$ cat config.mk
export PLATFORM = sky130hd
export DESIGN_NAME = rwps_seq
export DESIGN_NICKNAME = d
export VERILOG_FILES = /design/src/rtl/rwps_pkg.sv /design/src/rtl/rwps_reset_sync.sv /design/src/rtl/rwps_seq.sv
export VERILOG_INCLUDE_DIRS = /design/src /design/src/rtl
export SDC_FILE = /design/constraint.sdc
export NUM_CORES = 1
export LEC_CHECK = 0
export ABC_AREA = 1
export ABC_CLOCK_PERIOD_IN_PS = 800
export BUFFER_PORTS_ARGS = -buffer_cell sky130_fd_sc_hd__buf_2
export CAP_MARGIN = 20
export CORE_MARGIN = 2
export CORE_UTILIZATION = 50
export CTS_BUF_LIST = sky130_fd_sc_hd__clkbuf_16
export DETAILED_ROUTE_END_ITERATION = 10
export PLACE_DENSITY = 0.86
export SLEW_MARGIN = 20
export SYNTH_ARGS = -nofsm -noshare
export SYNTH_HDL_FRONTEND = slang
export SYNTH_HIERARCHICAL = 1
export SYNTH_SLANG_ARGS = --single-unit
$ cat constraint.sdc
create_clock -name core_clk -period 0.8 [get_ports core_clk]
set_input_delay 0.08 -clock core_clk [delete_from_list [all_inputs] [get_ports core_clk]]
set_output_delay 0.08 -clock core_clk [all_outputs]
set_load 0.05 [all_outputs]
$ cat src/rtl/rwps_defs.svh
// Constants for the standby power-up sequencer
`ifndef RWPS_DEFS_SVH
`define RWPS_DEFS_SVH
`define RWPS_CLK_PERIOD_NS 40
`define RWPS_STRAP_HOLD_NS 400
`define RWPS_STRAP_W 4
`define RWPS_STRAP_APL_BIT 0
`define RWPS_STRAP_RST 4'h0
`define RWPS_SYNC_STAGES 2
`define RWPS_HOLD_CNT_W 4
`define RWPS_HOLD_CNT_RST 4'h0
`define RWPS_HOLD_CNT_STEP 4'h1
`endif

$ cat src/rtl/rwps_pkg.sv
// Types for the standby power-up sequencer
package rwps_pkg;
  typedef enum logic [1:0] {
    RWPS_MECH_OFF,
    RWPS_SOFT_OFF,
    RWPS_FULL_ON
  } rwps_state_e;
endpackage : rwps_pkg

$ cat src/rtl/rwps_reset_sync.sv
// Reset synchroniser: asynchronous assert, synchronous release
module rwps_reset_sync (
  input wire logic clk, // Clock
  input wire logic async_n, // Asynchronous active-low input
  output logic sync_n // Synchronised active-low output
);
  logic meta_q;

  // First stage is read only by the second stage
  always_ff @(posedge clk or negedge async_n) begin
    if (!async_n) begin
      meta_q <= 1'b0;
      sync_n <= 1'b0;
    end else begin
      meta_q <= 1'b1;
      sync_n <= meta_q;
    end
  end
endmodule : rwps_reset_sync

$ cat src/rtl/rwps_seq.sv
// Standby power-up and RTC-well reset sequencer
`include "rwps_defs.svh"
module rwps_seq (
  input wire logic core_clk, // 25 MHz always-on clock
  input wire logic rst, // Asynchronous active-high reset
  input wire logic rtc_battery_test_n, // Battery test, low = weak or missing battery
  input wire logic rtc_well_reset_n, // RTC-well reset, active low
  input wire logic standby_power_good_reset_n, // Standby power-good reset, active low
  input wire logic [`RWPS_STRAP_W-1:0] strap_pins, // Hard strap pins, bit 0 = after_power_loss_strap
  input wire logic wake_event, // Wake event pulse
  input wire logic apl_cfg_wr, // Write strobe for the stored power-loss setting
  input wire logic apl_cfg_wdata, // Value written: 1 = stay off after power loss
  output logic battery_ok, // Current battery-test level
  output logic first_power_up, // First power-up condition remembered
  output logic rtc_regs_in_reset, // RTC-well bits held at defaults
  output logic [`RWPS_STRAP_W-1:0] strap_captured, // Captured strap values
  output logic straps_valid, // Straps have been captured
  output logic apl_cfg, // Stored power-loss setting (RTC well)
  output logic soft_off_indicator_n, // Low while in soft-off
  output rwps_pkg::rwps_state_e power_state // Current power state
);
  import rwps_pkg::*;

  localparam int unsigned HOLD_CYC =
    (`RWPS_STRAP_HOLD_NS + `RWPS_CLK_PERIOD_NS - 1) / `RWPS_CLK_PERIOD_NS;
  // Copy point in cycles after the release is seen; half the hold leaves margin
  localparam int unsigned SAMPLE_CYC = HOLD_CYC / 2;
  localparam logic [`RWPS_HOLD_CNT_W-1:0] SAMPLE_AT = SAMPLE_CYC[`RWPS_HOLD_CNT_W-1:0];

  //////////////////////////////////////////////////////////////////////////////
  // Reset synchronisers
  // Each input asserts at once but releases on a clock edge, so no flop sees a
  // release close to its clock; the cost is two cycles of release delay.
  logic rtc_rst_sync_n;
  logic bat_sync_n;
  logic spg_sync_n;
  logic rtc_any_n;

  // Either low input clears the RTC well
  assign rtc_any_n = rtc_well_reset_n & rtc_battery_test_n;

  rwps_reset_sync u_sync_rtc (
    .clk(core_clk),
    .async_n(rtc_any_n),
    .sync_n(rtc_rst_sync_n)
  );
  rwps_reset_sync u_sync_bat (
    .clk(core_clk),
    .async_n(rtc_battery_test_n),
    .sync_n(bat_sync_n)
  );
  rwps_reset_sync u_sync_spg (
    .clk(core_clk),
    .async_n(standby_power_good_reset_n),
    .sync_n(spg_sync_n)
  );

  // Battery level is exposed as synchronised, so software sees no metastability
  assign battery_ok = bat_sync_n;
  assign rtc_regs_in_reset = ~rtc_rst_sync_n;

  //////////////////////////////////////////////////////////////////////////////
  // RTC-well bits: leave reset only once both the RTC-well reset and battery-test inputs are high
  // These flops ignore rst on purpose: a standby loss must not wipe what the
  // RTC well keeps, only the battery-test or RTC-well reset input may do that.
  logic bat_was_low_q;

  // Stored setting survives standby loss, cleared only by an RTC-well reset
  always_ff @(posedge core_clk or negedge rtc_rst_sync_n) begin
    if (!rtc_rst_sync_n) begin
      apl_cfg <= 1'b0;
    end else if (apl_cfg_wr) begin
      apl_cfg <= apl_cfg_wdata;
    end
  end

  // First power-up flag set by RTC-well defaults, cleared once fully on,
  // so only the power-up after an RTC-well clear is steered by the strap
  always_ff @(posedge core_clk or negedge rtc_rst_sync_n) begin
    if (!rtc_rst_sync_n) begin
      bat_was_low_q <= 1'b1;
    end else if (power_state == RWPS_FULL_ON) begin
      bat_was_low_q <= 1'b0;
    end
  end

  // Without a good battery every power-up is treated as the first
  assign first_power_up = bat_was_low_q | ~bat_sync_n;

  //////////////////////////////////////////////////////////////////////////////
  // Strap capture after standby-power-good release
  // The pins are copied a fixed count after the synchronised release is seen, so
  // the copy lands inside the platform's hold window whatever the pin timing.
  // Limitation: synchroniser, edge detect and count together must stay shorter
  // than the hold window, or the copy may catch pins that have already moved.
  logic spg_q;
  logic [`RWPS_HOLD_CNT_W-1:0] hold_cnt_q;
  logic capturing_q;
  logic spg_rise;
  logic sample_now;

  // Edge detect on the synchronised level, never on the first stage
  always_ff @(posedge core_clk or posedge rst) begin
    if (rst) begin
      spg_q <= 1'b0;
    end else begin
      spg_q <= spg_sync_n;
    end
  end

  // Reset value of the edge detect matches the asserted pin, so no false edge
  assign spg_rise = spg_sync_n & ~spg_q;

  // Single cycle in which the pins are copied; a new assertion cancels it
  assign sample_now = spg_sync_n & capturing_q & (hold_cnt_q == SAMPLE_AT);

  // Capture window opens on the release and closes after the copy
  always_ff @(posedge core_clk or posedge rst) begin
    if (rst) begin
      capturing_q <= 1'b0;
    end else if (!spg_sync_n) begin
      capturing_q <= 1'b0;
    end else if (spg_rise) begin
      capturing_q <= 1'b1;
    end else if (sample_now) begin
      capturing_q <= 1'b0;
    end
  end

  // Cycles since the release was seen, parked once the window closes
  always_ff @(posedge core_clk or posedge rst) begin
    if (rst) begin
      hold_cnt_q <= `RWPS_HOLD_CNT_RST;
    end else if (!spg_sync_n || spg_rise) begin
      hold_cnt_q <= `RWPS_HOLD_CNT_RST;
    end else if (capturing_q) begin
      hold_cnt_q <= hold_cnt_q + `RWPS_HOLD_CNT_STEP;
    end
  end

  // Captured values kept until the next copy, so the power-up can use them
  always_ff @(posedge core_clk or posedge rst) begin
    if (rst) begin
      strap_captured <= `RWPS_STRAP_RST;
    end else if (sample_now) begin
      strap_captured <= strap_pins;
    end
  end

  // Valid flag drops with the standby reset and rises with the copy
  always_ff @(posedge core_clk or posedge rst) begin
    if (rst) begin
      straps_valid <= 1'b0;
    end else if (!spg_sync_n) begin
      straps_valid <= 1'b0;
    end else if (sample_now) begin
      straps_valid <= 1'b1;
    end
  end

  //////////////////////////////////////////////////////////////////////////////
  // Power-state controller: no sleep states exist
  // A standby reset always returns to mechanical-off, whatever the state, so a
  // brown-out in fully-on never leaves the indicator showing a stale state.
  // Limitation: a wake event seen in mechanical-off is not remembered.
  logic stay_off;

  // Strap decides on first power-up, stored setting otherwise
  assign stay_off = first_power_up ? strap_captured[`RWPS_STRAP_APL_BIT] : apl_cfg;

  always_ff @(posedge core_clk or posedge rst) begin
    if (rst) begin
      power_state <= RWPS_MECH_OFF;
    end else if (!spg_sync_n) begin
      power_state <= RWPS_MECH_OFF;
    end else begin
      case (power_state)
        RWPS_MECH_OFF: begin
          if (straps_valid) begin
            power_state <= RWPS_SOFT_OFF;
          end
        end
        RWPS_SOFT_OFF: begin
          if (!stay_off || wake_event) begin
            power_state <= RWPS_FULL_ON;
          end
        end
        RWPS_FULL_ON: begin
          power_state <= RWPS_FULL_ON;
        end
        default: begin
          power_state <= RWPS_MECH_OFF;
        end
      endcase
    end
  end

  // Indicator low only in soft-off; high otherwise
  // Registered so the pin never glitches while the state changes
  always_ff @(posedge core_clk or posedge rst) begin
    if (rst) begin
      soft_off_indicator_n <= 1'b1;
    end else begin
      soft_off_indicator_n <= ~(power_state == RWPS_SOFT_OFF);
    end
  end
endmodule : rwps_seq

==> results.sh, run 1 <==
export IMPL_error="[ERROR DPL-0038] Utilization greater than 100%, impossible to legalize"
export IMPL_post_place_ws_ps=-354
export IMPL_syn_mean_instance_area_um2=9.62
export IMPL_syn_area_um2=933
export IMPL_h_tree_depth=1
export IMPL_place_congestion=0.737
export IMPL_cts_root_buffer="clkbuf_16"
export IMPL_crit_endpoint="strap_captured[0]$_DFFE_PP0P_/D"
export IMPL_start_util=0.535
export IMPL_synthTopCellsByArea="dfrtp_1, ha_1, nand2_1, inv_1, dfstp_2"
export IMPL_yosysTopAreaCell="dfrtp_1"
export IMPL_synthDominantCellAreaShare=0.536
export IMPL_cts_sink_count=22
export IMPL_pin_count=24
export IMPL_cts_made_buffers=3
export IMPL_clockBufferDepth=2
export IMPL_ys_seq_area_frac=0.592
export IMPL_placed_cells=159
export IMPL_ys_seq_elements=22
export IMPL_dp_hpwl_um=1350
export IMPL_status="did not finish"
export IMPL_grt_max_degree=15
export IMPL_mappedNetlistNets=115
export IMPL_syn_inst=97
export IMPL_die_w_um=47.2
export IMPL_stop_stage="5_1_grt"
export IMPL_io_buffers=23
export IMPL_ys_warn_count=6
export IMPL_endpoint_type="sequential cell input"
export IMPL_num_rows=15
export IMPL_ys_types=17
export IMPL_die_y_um=47.2
[stage by stage]
stage                     utilization  instance area [um2]
after detailed placement        0.713                 1240
after floorplan                     -                  992
after CTS                       0.910                 1590
after global placement          0.713                 1240
[cell usage after synthesis (all sizes together)]
master and instances:
dfrtp 20, dfstp 2, nand3 6, ha 6
inv 17, o21ai 8, mux2 1, a211oi 1
nor2 5, conb 3, a21oi 3, nand2 21
nor3 1, clkinv 3
[cell families after synthesis]
| kind of cell | share of synthesized area |
|---|---|
| simple gates | 0.155 |
| flops | 0.592 |
| buf+inv | 0.0804 |
| compound gates | 0.0670 |
| fa+ha+maj | 0.0804 |
| other cells | 0.0121 |
| mux | 0.0121 |
[what timing repair did]
item / in CTS
pin swaps: 10
hold endpoints to repair: 19
gates cloned: 1
resized for setup: 48
buffers inserted: 7
hold buffers: 4
endpoints found under the setup margin: 25
==> inputs of run 2 (changes only) <==
--- a/config.mk
+++ b/config.mk
@@ -10,11 +10,10 @@
 export ABC_CLOCK_PERIOD_IN_PS = 800
 export BUFFER_PORTS_ARGS = -buffer_cell sky130_fd_sc_hd__buf_2
 export CAP_MARGIN = 20
-export CORE_MARGIN = 2
-export CORE_UTILIZATION = 50
-export CTS_BUF_LIST = sky130_fd_sc_hd__clkbuf_16
+export CORE_AREA = 2 2 63 65
 export DETAILED_ROUTE_END_ITERATION = 10
-export PLACE_DENSITY = 0.86
+export DIE_AREA = 0 0 65 67
+export PLACE_DENSITY_LB_ADDON = 0.15
 export SLEW_MARGIN = 20
 export SYNTH_ARGS = -nofsm -noshare
 export SYNTH_HDL_FRONTEND = slang
==> results.sh, run 2 <==
export IMPL_ir_worst_vdd_uv=907
export IMPL_syn_area_um2=933
export IMPL_syn_mean_instance_area_um2=9.62
export IMPL_cts_made_buffers=3
export IMPL_cts_tree="done"
export IMPL_antenna_found_initial=0
export IMPL_cts_root_buffer="clkbuf_8"
export IMPL_synthArstFlopShare=1.00
export IMPL_final_nets=173
export IMPL_overflow=0
export IMPL_dp_hpwl_um=1390
export IMPL_cp_data_arrival_time_ps=1280
export IMPL_ys_dominant_reg_cell="dfrtp_1"
export IMPL_synthTopCellsByArea="dfrtp_1, ha_1, nand2_1, inv_1, dfstp_2"
export IMPL_area_growth_pct=85.5
export IMPL_wirelength_um=2130
export IMPL_layout_drive_gt1_share=0.643
export IMPL_synthDominantCellAreaShare=0.536
export IMPL_cp_slowest_stage_delay_ps=450
export IMPL_startpoint_type="register"
export IMPL_slowest_stage="dfrtp_2"
export IMPL_ys_seq_elements=22
export IMPL_top_regs="hold_cnt_q: 4 flops, strap_captured: 4 flops, power_state: 2 flops"
export IMPL_power_uw=3690
export IMPL_p_leak_uw=0.000863
export IMPL_drt_iter0_markers=13
export IMPL_worst_path_buf_inv=1
export IMPL_io_buffers=23
export IMPL_clock_skew_ps=2.05
export IMPL_ys_types=17
export IMPL_setup_viol=27
export IMPL_ant_nets=0
export IMPL_grt_max_degree=15
export IMPL_h_tree_depth=1
export IMPL_max_freq_ghz=0.887
export IMPL_first_pass_iters=2
export IMPL_cts_clk_slew_worst_paths_ps=80
export IMPL_start_util=0.259
export IMPL_regArea_um2=561
export IMPL_holdWs_ps=44.4
export IMPL_cp_end_kind="register"
export IMPL_syn_inst=97
export IMPL_clkLatencyLatePin_ps=260
export IMPL_fp_coreArea_um2=3610
export IMPL_critPathRequiredTime_ps=950
export IMPL_grt_pass1_vias=879
export IMPL_fillers=326
export IMPL_wire_per_inst_um=10.6
export IMPL_layout_setup_ws_ps=-328
export IMPL_viasPerCell=4.20
export IMPL_powerDensity_nw_per_um2=2130
export IMPL_ys_seq_area_frac=0.592
export IMPL_slew_viol_final=0
export IMPL_vias=848
export IMPL_die_w_um=65
export IMPL_max_cap_viol_count=0
export IMPL_crit_fanout=3
export IMPL_gr_usage_all_layers=0.111
export IMPL_rsz0062_at_grt="yes"
export IMPL_place_congestion=0.699
export IMPL_cts_sink_count=22
export IMPL_crit_type="register to register"
export IMPL_finalHoldViolCount=0
export IMPL_yosysTopAreaCell="dfrtp_1"
export IMPL_drc_errors=0
export IMPL_final_common_cell="buf_4"
export IMPL_dieArea_um2=4360
export IMPL_path_delay_family="flip-flops"
export IMPL_final_cell_mix="buf_4, dfrtp_1, buf_6"
export IMPL_num_rows=22
export IMPL_grt_pass1_wl_um=3630
export IMPL_synth_common_cells="dfrtp_1, nand2_1, inv_1"
export IMPL_period_minus_slack_ps=1130
export IMPL_clockBufferDepth=2
export IMPL_mappedNetlistNets=115
export IMPL_violations="setup timing"
export IMPL_worstHoldPathType="input pin to register"
export IMPL_status="finished, violations left"
export IMPL_diodes=0
export IMPL_multi_input_area_um2=489
export IMPL_pin_count=24
export IMPL_die_y_um=67
export IMPL_synth_edf_count=0
export IMPL_path_cells="inv_2, ha_1, nand3_2, nand3_1, nand2_2"
export IMPL_ys_warn_count=6
export IMPL_period_share=1.41
==> run 2: cell counts after synthesis <==
Identical to the previous run, type by type.
==> run 2: power breakdown <==
| group | internal [uW] | switching (uW) |
|---|---|---|
| Sequential | 1240 | 116 |
| Clock | 438 | 346 |
| Combinational | 740 | 812 |
==> run 2: repair_timing <==
item                                   in CTS  in global routing
endpoints found under the hold margin      19                  0
setup endpoints to repair                  27                 27
hold buffers                                4                  0
gates cloned                                1                  0
resized for setup                          56                 21
pin swaps                                   7                  4
buffers inserted                           11                  1
==> run 2: layer usage <==
| metal | GRT usage | share of wire | vias up |
|---|---|---|---|
| li1 | - | - | 412 |
| met1 | 0.109 | 0.36 | 418 |
| met2 | 0.202 | 0.57 | 16 |
| met3 | 0.0439 | 0.050 | 2 |
| met4 | 0.0559 | 0.016 | 0 |
| met5 | 0 | 0 | - |
==> run 2: path summary, 6_finish.rpt <==
kind / end / depth (start not counted) / slack [ps] / startpoint
setup / recovery: power_state[1]$_DFFE_PP0P_ / 5 / -330 / power_state[0]$_DFFE_PP0P_
hold / removal: strap_captured[3]$_DFFE_PP0P_ / 3 / 40 / strap_pins[3]
setup reg to reg: power_state[1]$_DFFE_PP0P_ / 5 / -330 / power_state[0]$_DFFE_PP0P_
hold reg to reg: apl_cfg$_DFFE_PN0P_ / 1 / 140 / u_sync_rtc/sync_n$_DFF_PN0_
max in group asynchronous: soft_off_indicator_n$_DFF_PP1_ / 4 / 190 / rst
min in group asynchronous: u_sync_spg/meta_q$_DFF_PN0_ / 2 / 130 / standby_power_good_reset_n
==> run 2: final cells by class <==
type	instances	area share
multi-input cells	56	0.283
flip-flops and latches	22	0.324
inverters	20	0.0484
repair buffers	52	0.279
clock buffers	4	0.0318
well taps	48	0.0347
==> run 2: tightest hold or removal path, stage by stage <==
cell     delay, ps
buf_2           90
inv_1           40
o21ai_1         60
==> run 2: cells by family (layout without fill, tap and decap cells) <==
logic type                 after synthesis  in the layout  share of synthesized area
and+or+nand+nor                         33             34                      0.155
DFF                                     22             22                      0.592
buffers and inverters                   20             76                     0.0804
AOI/OAI and AO/OA                       12             12                     0.0670
adders and majority gates                6              6                     0.0804
other                                    3              3                     0.0121
muxes                                    1              1                     0.0121
==> run 2: stage by stage <==
| stage | util | area (um2) | TNS [ps] | instances | worst slack [ps] |
|---|---|---|---|---|---|
| 2_1_floorplan | - | 992 | -3090 | 97 | -426 |
| 3_3_place_gp | 0.359 | 1290 | -3520 | 185 | -328 |
| 6_report | 0.480 | 1730 | -5210 | 202 | -328 |
| 5_1_grt | 0.480 | 1730 | -6580 | 202 | -404 |
| 4_1_cts | 0.463 | 1670 | -5490 | 202 | -329 |
| 3_5_place_dp | 0.359 | 1290 | -3800 | 185 | -370 |
Power figures use the tool's default switching activity.
==> inputs of run 3 (changes only) <==
--- a/config.mk
+++ b/config.mk
@@ -6,7 +6,6 @@
 export SDC_FILE = /design/constraint.sdc
 export NUM_CORES = 1
 export LEC_CHECK = 0
-export ABC_AREA = 1
 export ABC_CLOCK_PERIOD_IN_PS = 800
 export BUFFER_PORTS_ARGS = -buffer_cell sky130_fd_sc_hd__buf_2
 export CAP_MARGIN = 20
==> results.sh, run 3 <==
export IMPL_finalSetupTns_ps=-6980
export IMPL_dieArea_um2=4360
export IMPL_period_share=1.58
export IMPL_slew_viol_final=0
export IMPL_wire_per_inst_um=11.5
export IMPL_finalHoldViolCount=0
export IMPL_crit_fanout=5
export IMPL_start_util=0.274
export IMPL_layout_drive_gt1_share=0.652
export IMPL_overflow=0
export IMPL_critPathRequiredTime_ps=950
export IMPL_setup_viol=27
export IMPL_clockBufferDepth=2
export IMPL_wirelength_um=2180
export IMPL_period_minus_slack_ps=1270
export IMPL_synth_top_family_by_area="simple AND/OR/NAND/NOR gates"
export IMPL_slowest_stage="dfrtp_1"
export IMPL_startpoint_type="register"
export IMPL_ys_seq_area_frac=0.559
export IMPL_fin_cells=189
export IMPL_worstHoldPathType="input pin to register"
export IMPL_die_y_um=67
export IMPL_ant_nets=0
export IMPL_path_cells="inv_2, ha_4, nor2b_4, nand4_4, mux2_2"
export IMPL_crit_type="register to register"
export IMPL_status="finished, violations left"
export IMPL_synth_edf_count=0
export IMPL_grt_pass1_vias=863
export IMPL_p_leak_uw=0.000816
export IMPL_synth_simple_area_share=0.156
export IMPL_syn_area_um2=988
export IMPL_top_regs="hold_cnt_q: 4 flops, strap_captured: 4 flops, power_state: 2 flops"
export IMPL_pin_count=24
export IMPL_clock_skew_ps=4.73
export IMPL_cts_tree="done"
export IMPL_whs_path_depth=2
export IMPL_ys_warn_count=6
export IMPL_rsz0062_at_grt="yes"
export IMPL_grt_pass1_wl_um=3710
export IMPL_synthXorXnorAreaFrac=0.0266
export IMPL_placed_cells=170
export IMPL_gr_usage_all_layers=0.111
export IMPL_max_cap_viol_count=0
export IMPL_antenna_found_initial=0
export IMPL_mappedNetlistNets=100
export IMPL_cts_sink_count=22
export IMPL_final_cell_mix="buf_6, dfrtp_1, buf_4"
export IMPL_syn_inst=82
export IMPL_cp_slowest_stage_delay_ps=400
export IMPL_cp_data_arrival_time_ps=1420
export IMPL_final_nets=160
export IMPL_utilization=0.495
export IMPL_synthArstFlopShare=1.00
export IMPL_synth_adder_area_share=0.0759
export IMPL_dp_hpwl_um=1460
export IMPL_first_pass_iters=4
export IMPL_synthDominantCellAreaShare=0.506
export IMPL_h_tree_depth=1
export IMPL_syn_mean_instance_area_um2=12.1
export IMPL_drt_iter0_markers=21
export IMPL_ys_seq_elements=22
export IMPL_synth_common_cells="dfrtp_1, inv_1, ha_1"
export IMPL_io_buffers=23
export IMPL_synth_compound_gate_area_share=0.0785
export IMPL_cp_end_kind="register"
export IMPL_die_w_um=65
export IMPL_cts_clk_slew_worst_paths_ps=80
export IMPL_vias=803
export IMPL_ir_worst_vdd_uv=868
export IMPL_num_rows=22
export IMPL_cts_made_buffers=3
export IMPL_synthMuxAreaShare=0.0570
export IMPL_viasPerCell=4.25
export IMPL_final_common_cell="buf_6"
export IMPL_grt_max_degree=15
export IMPL_synth_most_common_cell="dfrtp_1"
export IMPL_ys_dominant_reg_cell="dfrtp_1"
export IMPL_max_freq_ghz=0.789
export IMPL_layout_setup_ws_ps=-467
export IMPL_reg2regPathDepth=5
export IMPL_place_congestion=0.790
export IMPL_cts_root_buffer="clkbuf_8"
export IMPL_violations="setup timing"
export IMPL_ys_types=26
export IMPL_clkLatencyLatePin_ps=260
export IMPL_diodes=0
export IMPL_powerDensity_nw_per_um2=2070
export IMPL_synthTopCellsByArea="dfrtp_1, ha_1, mux2_2, dfstp_2, inv_1"
export IMPL_drc_errors=0
export IMPL_yosysTopAreaCell="dfrtp_1"
export IMPL_fp_coreArea_um2=3610
export IMPL_area_growth_pct=80.5
-- run 3: changes by cell type in the layout (fill, tap and decap cells not counted), sizes merged, moves of 3 or more --
cell | previous run | this run
buf | 48 | 52
inv | 19 | 8
nand3 | 7 | 2
a21oi | 3 | 0
o21ai | 8 | 0
nor2b | 0 | 4
nand2 | 21 | 4
and2 | 0 | 3
mux2 | 1 | 5
-- run 3: where the power goes --
part	internal [uW]	leakage, uW	total (uW)	switching (uW)
Sequential	1240	0.000263	1330	93.8
Combinational	796	0.000524	1590	790
Clock	438	0.0000288	773	335
-- run 3: final cells by class --
class                   count  area (um2)
clock buffers               4        55.1
multi-input cells          51         532
inverters                   8        37.5
flip-flops and latches     22         561
well taps                  48        60.1
fillers                   343        1820
repair buffers             56         539
-- run 3: routing by layer --
metal  GRT usage  vias to the layer above  routed length (um)
li1            -                      390                   -
met1       0.132                      391                 866
met2       0.192                       22                1160
met3      0.0456                        0                 149
met4      0.0160                        0                   0
met5           0                        -                   0
-- run 3: through the flow --
stage               setup slack, ps  instance area (um2)  hold WS (ps)  total power [uW]
global route                   -544                 1780          32.2              3920
CTS                            -478                 1720          39.5              3650
floorplan                      -596                 1030          -216              2000
finish                         -467                 1780          46.1              3690
detailed placement             -473                 1340          -130              2350
global placement               -442                 1340          -132              2350
-- run 3: final timing paths --
path / startpoint / to / slack, ps
worst max-delay path: hold_cnt_q[1]$_DFFE_PP0P_ / strap_captured[1]$_DFFE_PP0P_ / -470
worst min register to register: u_sync_rtc/sync_n$_DFF_PN0_ / apl_cfg$_DFFE_PN0P_ / 180
min in group asynchronous: standby_power_good_reset_n / u_sync_spg/meta_q$_DFF_PN0_ / 130
worst min-delay path: strap_pins[3] / strap_captured[3]$_DFFE_PP0P_ / 50
worst max register to register: hold_cnt_q[1]$_DFFE_PP0P_ / strap_captured[1]$_DFFE_PP0P_ / -470
max in group asynchronous: rst / soft_off_indicator_n$_DFF_PP1_ / 220
-- run 3: critical path: cells and delay by family, from the launching register on --
kind                     cells  cell delay, ps
buffers and inverters        1              70
adder cells (fa/ha/maj)      1             120
flip-flops                   1             400
multiplexers                 1             290
AND/OR/NAND/NOR              2             280
-- run 3: repair_timing --
item | 4_1_cts | 5_1_grt
hold endpoints to repair | 19 | 0
pin swaps | 12 | 10
buffers inserted | 9 | 5
resized for setup | 57 | 14
hold buffers | 4 | 0
setup endpoints to repair | 27 | 27
-- run 3: cell families after synthesis --
kind of cell,after synthesis
xor gates and xnor gates,3
buffers and inverters,9
muxes,5
DFF,22
other,3
and+or+nand+nor,24
adders and majority gates,6
AOI/OAI and AO/OA,10
